`src/rtl/wwdt_pkg.sv`:
```
// constants for the window watchdog timer
package wwdt_pkg;

    // ------------------------------------------------------------
    // register map, byte addresses
    // ------------------------------------------------------------
    localparam logic [7:0] ADDR_CTRL       = 8'h00;
    localparam logic [7:0] ADDR_RELOAD     = 8'h04;
    localparam logic [7:0] ADDR_WINDOW     = 8'h08;
    localparam logic [7:0] ADDR_SERVICE    = 8'h0c;
    localparam logic [7:0] ADDR_COUNT      = 8'h10;
    localparam logic [7:0] ADDR_STATUS     = 8'h14;
    localparam logic [7:0] ADDR_IRQ_CLEAR  = 8'h18;
    localparam logic [7:0] ADDR_IRQ_ENABLE = 8'h1c;

    // ------------------------------------------------------------
    // field positions
    // ------------------------------------------------------------
    localparam int CTRL_CLKSEL_BIT  = 0;  // 1: wake-up oscillator clock
    localparam int CTRL_DIVSEL_BIT  = 1;  // 1: divide by 256
    localparam int CTRL_ENABLED_BIT = 2;  // read only: watchdog running

    localparam int EVT_OVERFLOW_BIT = 0;
    localparam int EVT_WINDOW_BIT   = 1;
    localparam int EVT_SERVICE_BIT  = 2;
    localparam int EVT_WIDTH        = 3;

    // ------------------------------------------------------------
    // widths and reset values
    // ------------------------------------------------------------
    localparam int CNT_WIDTH = 16;
    localparam int PRE_WIDTH = 14;

    localparam logic [15:0] RELOAD_RESET = 16'hfffc;
    localparam logic [15:0] WINDOW_RESET = 16'h0000;
    localparam logic        CLKSEL_RESET = 1'b1;
    localparam logic        DIVSEL_RESET = 1'b0;

    // ------------------------------------------------------------
    // prescaler ratios and timing
    // ------------------------------------------------------------
    localparam int DIV_SLOW = 16384;
    localparam int DIV_FAST = 256;

    localparam int SYS_CLK_HZ  = 100_000_000;
    localparam int WAKEUP_HZ   = 500_000;
    // default interval, microseconds: 4 ticks * 16384 / 500 kHz is 131072, rounded to 130000
    localparam int DEFAULT_INTERVAL_US = 130_000;

endpackage

```
`src/rtl/window_watchdog_timer.sv`:
```
// window watchdog timer with avalon-mm register slave
`timescale 1ns/1ns
module window_watchdog_timer #(
    parameter int CNT_WIDTH = wwdt_pkg::CNT_WIDTH,
    parameter int DIV_SLOW  = wwdt_pkg::DIV_SLOW,
    parameter int DIV_FAST  = wwdt_pkg::DIV_FAST
) (
    input  wire logic        I_CLK,
    input  wire logic        I_RST_N,
    input  wire logic        I_CKE,
    input  wire logic        I_WAKEUP_OSCILLATOR_CLOCK,
    input  wire logic        I_WATCHDOG_DISABLE_INSTRUCTION,
    input  wire logic        I_WATCHDOG_ENABLE_INSTRUCTION,
    input  wire logic [7:0]  I_AVS_ADDRESS,
    input  wire logic        I_AVS_READ,
    input  wire logic        I_AVS_WRITE,
    input  wire logic [31:0] I_AVS_WRITEDATA,
    input  wire logic [3:0]  I_AVS_BYTEENABLE,
    output logic [31:0]      O_AVS_READDATA,
    output logic             O_AVS_WAITREQUEST,
    output logic             O_IRQ,
    output logic             O_RESET_REQ,
    output logic             O_ENABLED
);

    // ------------------------------------------------------------
    // declarations
    // ------------------------------------------------------------
    logic                 wu_sync1_q;
    logic                 wu_sync2_q;
    logic                 wu_prev_q;
    logic                 wu_edge;

    logic                 enabled_q;
    logic                 clksel_q;
    logic                 divsel_q;
    logic [15:0]          reload_q;
    logic [15:0]          window_q;
    logic [CNT_WIDTH-1:0] count_q;
    logic                 reset_req_q;

    logic [wwdt_pkg::EVT_WIDTH-1:0] status_q;
    logic [wwdt_pkg::EVT_WIDTH-1:0] status_d;
    logic [wwdt_pkg::EVT_WIDTH-1:0] irq_en_q;
    logic [wwdt_pkg::EVT_WIDTH-1:0] irq_clr;
    logic [wwdt_pkg::EVT_WIDTH-1:0] events;

    logic                 waitreq_q;
    logic [31:0]          rdata_q;
    logic                 irq_q;

    logic                 bus_req;
    logic                 wr_take;
    logic                 rd_accept;
    logic                 service;
    logic                 in_window;
    logic                 count_tick;
    logic                 pre_pulse;
    logic                 overflow;
    logic                 window_fault;
    logic                 service_ok;
    logic [31:0]          rd_mux;

    // ------------------------------------------------------------
    // wake-up oscillator clock synchroniser
    // ------------------------------------------------------------
    // sync1 feeds only sync2; edge detect looks at sync2 onward
    always_ff @(posedge I_CLK)
    begin
        if (!I_RST_N)
        begin
            // reset high: a clock already high at release gives no false edge
            wu_sync1_q <= 1'b1;
            wu_sync2_q <= 1'b1;
            wu_prev_q  <= 1'b1;
        end
        else if (I_CKE)
        begin
            wu_sync1_q <= I_WAKEUP_OSCILLATOR_CLOCK;
            wu_sync2_q <= wu_sync1_q;
            wu_prev_q  <= wu_sync2_q;
        end
    end

    assign wu_edge = wu_sync2_q && !wu_prev_q;

    assign count_tick = enabled_q && (clksel_q ? wu_edge : 1'b1);

    // ------------------------------------------------------------
    // bus decode
    // ------------------------------------------------------------
    // one wait cycle per access; the answer is taken on the second edge
    assign bus_req   = I_AVS_READ || I_AVS_WRITE;
    assign wr_take   = I_AVS_WRITE && !waitreq_q;
    assign rd_accept = bus_req && waitreq_q;
    assign service   = wr_take && (I_AVS_ADDRESS == wwdt_pkg::ADDR_SERVICE);

    function automatic logic [15:0] merge16(input logic [15:0] old,
                                            input logic [31:0] wd,
                                            input logic [3:0]  be);
        logic [15:0] r;
        r = old;
        if (be[0])
            r[7:0] = wd[7:0];
        if (be[1])
            r[15:8] = wd[15:8];
        return r;
    endfunction

    // ------------------------------------------------------------
    // prescaler
    // ------------------------------------------------------------
    // selectable divide ratio
    wwdt_prescaler #(
        .DIV_SLOW (DIV_SLOW),
        .DIV_FAST (DIV_FAST),
        .WIDTH    (wwdt_pkg::PRE_WIDTH)
    ) u_prescaler (
        .i_clk      (I_CLK),
        .i_rst_n    (I_RST_N),
        .i_cke      (I_CKE),
        .i_clear    (service),
        .i_tick     (count_tick),
        .i_div_fast (divsel_q),
        .o_pulse    (pre_pulse)
    );

    // ------------------------------------------------------------
    // window and overflow detection
    // ------------------------------------------------------------
    // window compare on current count
    assign in_window    = (CNT_WIDTH'(window_q) > count_q);
    assign window_fault = service && enabled_q && in_window;
    assign service_ok   = service && !window_fault;
    // wrap past all ones without service
    assign overflow     = pre_pulse && (&count_q) && !service;

    // ------------------------------------------------------------
    // enable state
    // ------------------------------------------------------------
    always_ff @(posedge I_CLK)
    begin
        if (!I_RST_N)
            enabled_q <= 1'b1;
        else if (I_CKE)
        begin
            // instruction control, disable wins if both
            if (I_WATCHDOG_DISABLE_INSTRUCTION)
                enabled_q <= 1'b0;
            else if (I_WATCHDOG_ENABLE_INSTRUCTION)
                enabled_q <= 1'b1;
        end
    end

    // ------------------------------------------------------------
    // configuration registers
    // ------------------------------------------------------------
    always_ff @(posedge I_CLK)
    begin
        if (!I_RST_N)
        begin
            clksel_q <= wwdt_pkg::CLKSEL_RESET;
            divsel_q <= wwdt_pkg::DIVSEL_RESET;
            reload_q <= wwdt_pkg::RELOAD_RESET;
            window_q <= wwdt_pkg::WINDOW_RESET;
        end
        else if (I_CKE && wr_take)
        begin
            unique case (I_AVS_ADDRESS)
                wwdt_pkg::ADDR_CTRL:
                begin
                    if (I_AVS_BYTEENABLE[0])
                    begin
                        clksel_q <= I_AVS_WRITEDATA[wwdt_pkg::CTRL_CLKSEL_BIT];
                        divsel_q <= I_AVS_WRITEDATA[wwdt_pkg::CTRL_DIVSEL_BIT];
                    end
                end
                wwdt_pkg::ADDR_RELOAD:
                    reload_q <= merge16(reload_q, I_AVS_WRITEDATA, I_AVS_BYTEENABLE);
                wwdt_pkg::ADDR_WINDOW:
                    window_q <= merge16(window_q, I_AVS_WRITEDATA, I_AVS_BYTEENABLE);
                default:
                begin
                end
            endcase
        end
    end

    // ------------------------------------------------------------
    // watchdog counter
    // ------------------------------------------------------------
    always_ff @(posedge I_CLK)
    begin
        if (!I_RST_N)
            count_q <= CNT_WIDTH'(wwdt_pkg::RELOAD_RESET);
        else if (I_CKE)
        begin
            if (service_ok)
                count_q <= CNT_WIDTH'(reload_q);
            else if (pre_pulse)
                count_q <= count_q + 1'b1;
        end
    end

    // ------------------------------------------------------------
    // reset request
    // ------------------------------------------------------------
    // held until the system reset it causes
    always_ff @(posedge I_CLK)
    begin
        if (!I_RST_N)
            reset_req_q <= 1'b0;
        else if (I_CKE)
        begin
            if (overflow || window_fault)
                reset_req_q <= 1'b1;
        end
    end

    // ------------------------------------------------------------
    // event status and interrupt
    // ------------------------------------------------------------
    always_comb
    begin
        events = '0;
        events[wwdt_pkg::EVT_OVERFLOW_BIT] = overflow;
        events[wwdt_pkg::EVT_WINDOW_BIT]   = window_fault;
        events[wwdt_pkg::EVT_SERVICE_BIT]  = service_ok;
        irq_clr = '0;
        if (wr_take && (I_AVS_ADDRESS == wwdt_pkg::ADDR_IRQ_CLEAR) && I_AVS_BYTEENABLE[0])
            irq_clr = I_AVS_WRITEDATA[wwdt_pkg::EVT_WIDTH-1:0];
        // a new event beats a simultaneous clear
        status_d = (status_q & ~irq_clr) | events;
    end

    always_ff @(posedge I_CLK)
    begin
        if (!I_RST_N)
            status_q <= '0;
        else if (I_CKE)
            status_q <= status_d;
    end

    always_ff @(posedge I_CLK)
    begin
        if (!I_RST_N)
            irq_en_q <= '0;
        else if (I_CKE && wr_take && (I_AVS_ADDRESS == wwdt_pkg::ADDR_IRQ_ENABLE)
                 && I_AVS_BYTEENABLE[0])
            irq_en_q <= I_AVS_WRITEDATA[wwdt_pkg::EVT_WIDTH-1:0];
    end

    always_ff @(posedge I_CLK)
    begin
        if (!I_RST_N)
            irq_q <= 1'b0;
        else if (I_CKE)
            irq_q <= |(status_d & irq_en_q);
    end

    // ------------------------------------------------------------
    // read mux
    // ------------------------------------------------------------
    // unmapped and write-only addresses read as zero
    always_comb
    begin
        rd_mux = '0;
        unique case (I_AVS_ADDRESS)
            wwdt_pkg::ADDR_CTRL:
            begin
                rd_mux[wwdt_pkg::CTRL_CLKSEL_BIT]  = clksel_q;
                rd_mux[wwdt_pkg::CTRL_DIVSEL_BIT]  = divsel_q;
                rd_mux[wwdt_pkg::CTRL_ENABLED_BIT] = enabled_q;
            end
            wwdt_pkg::ADDR_RELOAD:
                rd_mux[15:0] = reload_q;
            wwdt_pkg::ADDR_WINDOW:
                rd_mux[15:0] = window_q;
            wwdt_pkg::ADDR_COUNT:
                rd_mux[CNT_WIDTH-1:0] = count_q;
            wwdt_pkg::ADDR_STATUS:
                rd_mux[wwdt_pkg::EVT_WIDTH-1:0] = status_q;
            wwdt_pkg::ADDR_IRQ_ENABLE:
                rd_mux[wwdt_pkg::EVT_WIDTH-1:0] = irq_en_q;
            default:
                rd_mux = '0;
        endcase
    end

    // ------------------------------------------------------------
    // bus handshake
    // ------------------------------------------------------------
    always_ff @(posedge I_CLK)
    begin
        if (!I_RST_N)
            waitreq_q <= 1'b1;
        else if (I_CKE)
            waitreq_q <= !rd_accept;
    end

    always_ff @(posedge I_CLK)
    begin
        if (!I_RST_N)
            rdata_q <= '0;
        else if (I_CKE && rd_accept)
            rdata_q <= I_AVS_READ ? rd_mux : 32'h0000_0000;
    end

    // ------------------------------------------------------------
    // outputs
    // ------------------------------------------------------------
    assign O_AVS_READDATA    = rdata_q;
    assign O_AVS_WAITREQUEST = waitreq_q;
    assign O_IRQ             = irq_q;
    assign O_RESET_REQ       = reset_req_q;
    assign O_ENABLED         = enabled_q;

endmodule

```
`src/rtl/wwdt_prescaler.sv`:
```
// prescaler that divides the selected count clock by one of two ratios
`timescale 1ns/1ns
module wwdt_prescaler #(
    parameter int DIV_SLOW = 16384,
    parameter int DIV_FAST = 256,
    parameter int WIDTH    = 14
) (
    input  wire logic i_clk,
    input  wire logic i_rst_n,
    input  wire logic i_cke,
    input  wire logic i_clear,
    input  wire logic i_tick,
    input  wire logic i_div_fast,
    output logic      o_pulse
);

    localparam logic [WIDTH-1:0] LAST_SLOW = WIDTH'(DIV_SLOW - 1);
    localparam logic [WIDTH-1:0] LAST_FAST = WIDTH'(DIV_FAST - 1);

    logic [WIDTH-1:0] cnt_q;
    logic [WIDTH-1:0] last;
    logic             wrap;

    assign last    = i_div_fast ? LAST_FAST : LAST_SLOW;
    assign wrap    = i_tick && (cnt_q >= last);
    assign o_pulse = wrap && !i_clear;

    // ------------------------------------------------------------
    // divider
    // ------------------------------------------------------------
    // a change to the fast ratio mid-period ends the period early; a change to slow lengthens it
    always_ff @(posedge i_clk)
    begin
        if (!i_rst_n)
            cnt_q <= '0;
        else if (i_cke)
        begin
            if (i_clear || wrap)
                cnt_q <= '0;
            else if (i_tick)
                cnt_q <= cnt_q + 1'b1;
        end
    end

endmodule

```
`config.mk`:
```
export PLATFORM = sky130hd
export DESIGN_NAME = window_watchdog_timer
export DESIGN_NICKNAME = d
export VERILOG_FILES = /design/src/rtl/wwdt_pkg.sv /design/src/rtl/window_watchdog_timer.sv /design/src/rtl/wwdt_prescaler.sv
export SDC_FILE = /design/constraint.sdc
export NUM_CORES = 1
export LEC_CHECK = 0
export ABC_CLOCK_PERIOD_IN_PS = 2700
export BUFFER_PORTS_ARGS = -buffer_cell sky130_fd_sc_hd__buf_2
export CORE_MARGIN = 2
export CORE_UTILIZATION = 51
export DETAILED_ROUTE_END_ITERATION = 6
export HOLD_SLACK_MARGIN = 0.06
export PLACE_DENSITY = 0.72
export SETUP_SLACK_MARGIN = 0.3
export SLEW_MARGIN = 0
export SYNTH_ARGS = -nofsm -noshare
export SYNTH_HDL_FRONTEND = slang
export SYNTH_SLANG_ARGS = --single-unit
```
`constraint.sdc`:
```
create_clock -name I_CLK -period 2.7 [get_ports I_CLK]
set_clock_uncertainty 0.05 [all_clocks]
set_input_delay 0.27 -clock I_CLK [delete_from_list [all_inputs] [get_ports I_CLK]]
set_output_delay 0.27 -clock I_CLK [all_outputs]
set_load 0.01 [all_outputs]
```
=== Word-level counts from Yosys, hierarchy flattened ===
Index checks and enable logic that the tools add are counted.

* Register bits after elaboration: 109
* Memories kept: 0
* Bits in writable memories: 0
* Input bits: 52
* Latch bits: 0
* ROM bits: 0

* Magnitude comparators: 2
* Bitwise operators: 4
* Reductions and logical operators: 41
* Eq/ne operators: 7
* Divide/modulo/power cells: 0
* Muxes and demuxes: 12
* Shift-type cells: 0
* Multiply operators: 0
* Add/sub/neg operators: 2

{| class="wikitable"
|+ Operators with widths
! operator !! count
|-
| two-way mux 16 bit || 3
|-
| two-way mux 14 bit || 3
|-
| case mux 13 bit (3 select lines) || 1
|-
| equality test 8 x 5 -> 1 bit, second input constant || 4
|-
| logical AND 1 bit || 18
|-
| case mux 3 bit (6 select lines) || 1
|-
| adder 16 x 1 -> 16 bit, second input constant || 1
|-
| equality test 8 x 4 -> 1 bit, second input constant || 2
|-
| greater-than comparator 16 bit || 1
|-
| AND reduction 16 bit || 1
|-
| AND reduction 3 bit || 5
|-
| adder 14 x 1 -> 14 bit, second input constant || 1
|-
| greater-or-equal comparator 14 bit || 1
|-
| equality test 8 x 3 -> 1 bit, second input constant || 1
|-
| logical NOT 8 bit || 1
|-
| AND reduction 2 bit || 4
|-
| bitwise AND 3 bit || 2
|-
| nonzero test 2 bit || 3
|-
| logical NOT 1 bit || 5
|-
| logical OR 1 bit || 3
|-
| two-way mux 1 bit || 3
|-
| two-way mux 3 bit || 1
|-
| inverter 3 bit || 1
|-
| OR 3 bit || 1
|-
| OR reduction 3 bit || 1
|}

=== Longest topological paths before layout ===
Gate-level depths: netlist of the first run.

* Depth in word-level cells: 11
* Depth in mapped cells: 9
* Mapped depth without buffers: 8

=== By module ===
A second synthesis of the first run with hierarchy kept.

* Cells, all modules: 660
* Area, all modules: 5491.5 um^2

{| class="wikitable"
|+ Modules (own cells, without submodules)
! module !! cells each !! area each (um^2) !! times used
|-
| window_watchdog_timer || 559 || 4586.9 || 1
|-
| wwdt_prescaler || 101 || 904.6 || 1
|}

=== Worst setup path after synthesis of the first run ===
Ideal clock, no wire load.

* Path kind: input -> register
* Start: input I_AVS_ADDRESS[1]
* End: register count_q[4]
* Cell stages on the path: 8
* Data arrival time: 2.537 ns
* Setup slack: -0.007 ns
* Path through: or4_1 buf_6 or4b_4 buf_6 a21o_4 o31ai_4 mux2_2 a211o_1

* Cells in the longest elaborated chain, start to end: 8
* Elaborated cells on any way between the ends: 11
* Those cells by class: eq/ne (1); mux (1); reduce/logical (9)

{| class="wikitable"
|+ Ends and longest elaborated chain
! element !! line !! source
|-
| start, declared || window_watchdog_timer.sv:14 || <nowiki>input wire logic [7:0] I_AVS_ADDRESS,</nowiki>
|-
| equality test 8 x 4 -> 1 bit * || window_watchdog_timer.sv:96 || <nowiki>assign service = wr_take && (I_AVS_ADDRESS == wwdt_pkg::ADDR_SERVICE);</nowiki>
|-
| logical AND 1 bit * || window_watchdog_timer.sv:96 ||
|-
| logical AND 1 bit (2 in a row) || window_watchdog_timer.sv:133 || <nowiki>assign window_fault = service && enabled_q && in_window;</nowiki>
|-
| logical NOT 1 bit || window_watchdog_timer.sv:134 || <nowiki>assign service_ok = service && !window_fault;</nowiki>
|-
| logical AND 1 bit || window_watchdog_timer.sv:134 ||
|-
| nonzero test 2 bit (no line) || - ||
|-
| AND reduction 2 bit (no line) || - ||
|-
| end signal, assigned || window_watchdog_timer.sv:195 || <nowiki>count_q <= CNT_WIDTH'(wwdt_pkg::RELOAD_RESET);</nowiki>
|-
| end signal, assigned || window_watchdog_timer.sv:199 || <nowiki>count_q <= CNT_WIDTH'(reload_q);</nowiki>
|-
| end signal, assigned || window_watchdog_timer.sv:201 || <nowiki>count_q <= count_q + 1'b1;</nowiki>
|-
| end, declared || window_watchdog_timer.sv:39 || <nowiki>logic [CNT_WIDTH-1:0] count_q;</nowiki>
|}

Every way passes the cells marked *; elsewhere a longest branch is shown, timed or not.
A chain may end at the register's enable or synchronous reset.

=== Worst setup path after layout of the first run ===
* Start: register count_q[13]
* End: register count_q[4]

* Cells in the longest elaborated chain, start to end: 6
* Elaborated cells on any way between the ends: 7
* Those cells by class: order compare (1); mux (1); reduce/logical (5)

{| class="wikitable"
|+ Ends and longest elaborated chain
! element !! line !! source
|-
| greater-than comparator 16 bit * || window_watchdog_timer.sv:132 || <nowiki>assign in_window = (CNT_WIDTH'(window_q) > count_q);</nowiki>
|-
| logical AND 1 bit * || window_watchdog_timer.sv:133 ||
|-
| logical NOT 1 bit * || window_watchdog_timer.sv:134 ||
|-
| logical AND 1 bit * || window_watchdog_timer.sv:134 ||
|-
| nonzero test 2 bit (no line) || - ||
|-
| AND reduction 2 bit (no line) || - ||
|}

Marks and branches as above.

==> metrics.yaml, run 1 <==
placed_design:
  gp_congestion: 0.9344
  preCtsSetupSlack_ns: 0.05657
  place_area_sq_mm: 0.005841
  dp_hpwl_um: 10600
  portBuffers: 53
final_layout:
  final_common_cell: "dfxtp_1"
  area_delta_synth_final_pct: 30.68
  fillers: 783
  fin_area_sq_mm: 0.006699
  final_nets: 795
  drive_gt1_share_pct: 32.87
  final_core_util_pct: 68.54
  mostFrequentLayoutCells: "71 x dfxtp_1, 70 x nor2_1, 67 x nand2_1, 61 x buf_4, 53 x buf_2"
  insertedDiodeCount: 0
critical_path:
  startpoint: "count_q[13]"
  worstSetupEndpointType: "flop"
  start_kind: "flop"
  crit_type: "flop to flop"
  worstPathArrival_ns: 2.73
  r2r_start: "count_q[13]"
  required_ns: 2.91
  crit_fanout: 5
timing:
  slew_headroom_pct: 51.83
  clock.fmax_ghz: 0.3970
  rsz0062_at_grt: "yes"
  hold_violations: 0
  fin_setup_tns_ns: 0
  post-route-period-util_pct: 93.30
  report.final.slew_viol_count: 0
  max_slew.worst_pin.slew_ns: 0.7181
  final.setup.worst_slack_ns: 0.1808
  setup_viol: 0
  min_period_ns: 2.519
power_and_ir_drop:
  ir_worst_vdd_mv: 0.3305
  leakage_nw: 2.798
  total_power_w: 0.002778
  power.density_mw_per_mm2: 414.8
floorplanning:
  rows: 36
  placeableCoreArea_sq_mm: 0.009774
  die_h_um: 104.3
  start_util_pct: 52.44
  die-area_sq_mm: 0.01087
  pin_count: 88
  fp.dieW_um: 104.3
run:
  maxCapViolations: 0
detailed_routing:
  wl_per_cell_um: 18.13
  avgViaCountPerCell: 6.025
  num_vias: 5163
  drt_wl_total_um: 15540
  drcViolationCount: 0
  final_antenna_net_count: 0
  firstDrtPassIters: 7
  drt_iter0_markers: 487
min_path:
  hold_start: "I_AVS_WRITEDATA[6]"
  hp-class: "primary input to flop"
grt:
  grt_pass1_wl_um: 24560
  track_usage_pct: 27.74
  grt_max_degree: 36
  antenna_found_initial: 0
  grt_overflow_total: 0
  grt_pass1_vias: 4968
clock_network:
  cts_root_buffer: "clkbuf_8"
  htreeDepth: 3
  cts_tree: "yes"
  clk_path_buf_depth: 2
  cts_buffers: 9
  clk_pin_slew_ns: 0.10
  clk_latency_ns: 0.37
  clock_sinks: 93
yosys:
  seq_area_frac_synth_pct: 36.32
  ys_types: 66
  ys_ff_latch: 93
  synth.avg_cell_area_sq_um: 8.404
  synth_ff_type: "dfxtp_1"
  synth_cells: 610
  synth_area_sq_mm: 0.005126
  synth_edf_count: 0
  ys_warn_count: 0
  async_flop_share_pct: 0
run_status:
  run_status: "complete, no violations"
## worst paths after layout
kind	end	slack, ns	cells after the start
setup / recovery	count_q[4]	0.18	9
hold / removal	reload_q[6]	0.08	3
setup reg to reg	count_q[4]	0.18	9
hold reg to reg	O_AVS_READDATA[0]	0.41	2
## sequential cells by signal (all words and copies together), names as in the netlist, 3 cells and up
signal,flops
status_q,3
O_AVS_READDATA,16
reload_q,16
window_q,16
irq_en_q,3
u_prescaler.cnt_q,14
count_q,16
## per-layer routing
layer	vias to the layer above	GRT usage (%)	part of all wire, %
li1	2422	-	-
met1	2433	35.77	42
met2	256	46.95	48
met3	52	4.825	7.0
met4	0	9.363	3.0
met5	-	0	0
## through the flow
stage | hold WS [ns] | instances
6_report | 0.07851 | 857
4_1_cts | 0.06517 | 843
5_1_grt | 0.08477 | 857
3_5_place_dp | 0.3981 | 820
2_1_floorplan | 0.3440 | 625
3_3_place_gp | 0.3948 | 820
## synthesized netlist by cell type, types with 6 or more instances
master	count	area, sq um
nand3_1	28	140.1
buf_4	17	127.6
dfxtp_1	93	1862
o211ai_1	15	112.6
nand2_1	69	259.0
o21ai_0	18	90.09
nand4_1	15	93.84
clkbuf_1	23	86.33
nor3_1	6	30.03
a222oi_1	13	130.1
xnor2_1	8	70.07
xor2_1	7	61.31
inv_1	23	86.33
nor4_1	7	43.79
nor2_1	71	266.5
mux2i_1	31	310.3
a21oi_1	46	230.2
ha_1	24	300.3
## cell families (layout without fill, tap and decap cells)
| family | after synthesis | count (layout) | synth area share (%) |
|---|---|---|---|
| mux | 32 | 32 | 6.273 |
| flops | 93 | 93 | 36.32 |
| fa+ha+maj | 24 | 24 | 5.858 |
| xor+xnor | 15 | 15 | 2.563 |
| simple gates | 227 | 227 | 20.82 |
| buf+inv | 71 | 170 | 6.932 |
| other cells | 1 | 16 | 0.07315 |
| compound gates | 147 | 147 | 21.16 |
## cell type report
class	count	area, sq um	area share [%]
clock inverter	7	146.4	2.185
tap	133	166.4	2.484
timing repair buffer	130	928.4	13.86
inverter	24	92.59	1.382
multi-input combinational	461	3349	50.00
clock buffer	9	123.9	1.849
sequential	93	1892	28.24
## critical path, stage by stage (launching register included)
cell	delay, ns
dfxtp_2	0.33
inv_2	0.09
ha_4	0.21
nand4_1	0.17
buf_6	0.18
nor3_4	0.06
a211o_4	0.35
o31ai_4	0.38
mux2_4	0.34
a211o_1	0.26
## report_power, final
part           internal, W  switching [W]
registers          0.00137     0.00000690
logic            0.0000541       0.000103
clock network     0.000715       0.000525
## what timing repair did
| action | in CTS | in global routing |
|---|---|---|
| hold endpoints to repair | 1 | 0 |
| setup endpoints to repair | 32 | 27 |
| pin swaps | 18 | 16 |
| gates resized for setup | 45 | 50 |
| hold buffers | 1 | 0 |
| buffers inserted | 6 | 13 |
| cloned | 0 | 1 |
Power figures use the tool's default switching activity.
==> run 2: changes to the inputs <==
--- a/config.mk
+++ b/config.mk
@@ -7,10 +7,11 @@
 export LEC_CHECK = 0
 export ABC_CLOCK_PERIOD_IN_PS = 2700
 export BUFFER_PORTS_ARGS = -buffer_cell sky130_fd_sc_hd__buf_2
-export CORE_MARGIN = 2
+export CORE_MARGIN = 10
 export CORE_UTILIZATION = 51
 export DETAILED_ROUTE_END_ITERATION = 6
 export HOLD_SLACK_MARGIN = 0.06
+export MAX_ROUTING_LAYER = met4
 export PLACE_DENSITY = 0.72
 export SETUP_SLACK_MARGIN = 0.3
 export SLEW_MARGIN = 0
==> metrics.yaml, run 2 (synthesized netlist as in run 1, its figures left out) <==
detailed_routing:
  drt_iter0_markers: 549
  drcViolationCount: 0
  num_vias: 5117
  drt_wl_total_um: 15710
  final_antenna_net_count: 0
  wl_per_cell_um: 18.57
  firstDrtPassIters: 7
  avgViaCountPerCell: 6.048
floorplanning:
  start_util_pct: 52.44
  pin_count: 88
  fp.dieW_um: 120.3
  placeableCoreArea_sq_mm: 0.009774
  rows: 36
  die-area_sq_mm: 0.01446
  die_h_um: 120.3
power_and_ir_drop:
  total_power_w: 0.002589
  ir_worst_vdd_mv: 0.3322
  leakage_nw: 2.687
  power.density_mw_per_mm2: 398.6
placed_design:
  place_inst: 818
  dp_hpwl_um: 11060
  preCtsSetupSlack_ns: 0.04207
  portBuffers: 53
  gp_congestion: 0.9428
grt:
  track_usage_pct: 21.73
  grt_overflow_total: 0
  antenna_found_initial: 0
  grt_pass1_wl_um: 25150
  grt_pass1_vias: 4999
  grt_max_degree: 36
critical_path:
  crit_fanout: 4
  worstPathArrival_ns: 2.80
  crit_family: "compound AO/OA/AOI/OAI gates"
  worstSetupEndpointType: "flop"
  start_kind: "flop"
  required_ns: 2.96
  path_buf_inv: 2
  max_stage_delay_ns: 0.58
  critical_path.most_common_cell: "a31oi_4"
  cp_slowest_cell: "or4_4"
  crit_type: "flop to flop"
  crit_chain: "inv_2 > ha_4 > nand4_1 > or4_4 > a31oi_4 > a31oi_4 > buf_6 > o311a_1 > a21oi_2"
min_path:
  hp-class: "primary input to flop"
clock_network:
  clock_sinks: 93
  cts_root_buffer: "clkbuf_8"
  clk_path_buf_depth: 2
  clk_pin_slew_ns: 0.09
  cts_tree: "yes"
  clk_latency_ns: 0.38
  cts_buffers: 9
  htreeDepth: 3
timing:
  post-route-period-util_pct: 94.13
  max_slew.worst_pin.slew_ns: 0.5825
  final.setup.worst_slack_ns: 0.1585
  rsz0062_at_grt: "yes"
  min_period_ns: 2.542
  setup_viol: 0
  hold_violations: 0
  report.final.slew_viol_count: 0
  clock.fmax_ghz: 0.3935
  slew_headroom_pct: 61.17
  fin_setup_tns_ns: 0
final_layout:
  final_common_cell: "nor2_1"
  mostFrequentLayoutCells: "71 x nor2_1, 70 x dfxtp_1, 67 x nand2_1, 53 x buf_2, 51 x buf_4"
  instances_no_fill: 846
  final_nets: 784
  drive_gt1_share_pct: 30.86
  fillers: 837
  insertedDiodeCount: 0
  final_core_util_pct: 66.45
  area_delta_synth_final_pct: 26.70
run_status:
  run_status: "complete, no violations"
run:
  maxCapViolations: 0
-- run 2: cell type report --
| class | instances | area [sq um] | share of cell area [%] |
|---|---|---|---|
| inverter | 24 | 92.59 | 1.426 |
| timing repair buffer | 119 | 840.8 | 12.95 |
| tap | 133 | 166.4 | 2.562 |
| clock buffer | 10 | 137.6 | 2.119 |
| clock inverter | 6 | 86.33 | 1.329 |
| multi-input combinational | 461 | 3281 | 50.51 |
| sequential | 93 | 1891 | 29.11 |
-- run 2: worst paths after layout --
path	from	endpoint	slack, ns	depth (start not counted)
setup / recovery	count_q[7]	count_q[14]	0.16	9
hold / removal	I_AVS_WRITEDATA[3]	reload_q[3]	0.06	3
setup reg to reg	count_q[7]	count_q[14]	0.16	9
hold reg to reg	O_AVS_READDATA[0]	O_AVS_READDATA[0]	0.41	2
-- run 2: per-layer routing --
metal  share of wire [%]  track usage (%)  vias to the layer above
li1                    -                -                     2388
met1                  42            26.08                     2433
met2                  48            34.83                      256
met3                 7.6            3.909                       40
met4                 2.7            10.11                        0
met5                   0                -                        -
-- run 2: worst reg2reg max path, cell delays in order (launching register included) --
cell     delay [ns]
dfxtp_2        0.34
inv_2          0.04
ha_4           0.26
nand4_1        0.20
or4_4          0.58
a31oi_4        0.25
a31oi_4        0.10
buf_6          0.19
o311a_1        0.32
a21oi_2        0.12
-- run 2: timing repair --
action | in CTS | in global routing
hold buffers | 2 | 0
setup buffers | 5 | 4
hold endpoints to repair | 2 | 0
pin swaps | 17 | 17
endpoints found under the setup margin | 19 | 32
gates resized for setup | 50 | 33
cloned | 1 | 0
-- run 2: where the power goes --
part	switching (W)	internal [W]	total, W
clock	0.000502	0.000545	0.00105
sequential	0.00000723	0.00137	0.00138
combinational	0.000103	0.0000571	0.000160
-- run 2: stage by stage --
| stage | instance area (sq um) | hold WS, ns |
|---|---|---|
| 6_report | 6495 | 0.06488 |
| 5_1_grt | 6495 | 0.06947 |
| 4_1_cts | 6350 | 0.06196 |
| 3_5_place_dp | 5826 | 0.3963 |
| 3_3_place_gp | 5826 | 0.3929 |
| 2_1_floorplan | 5207 | 0.3440 |
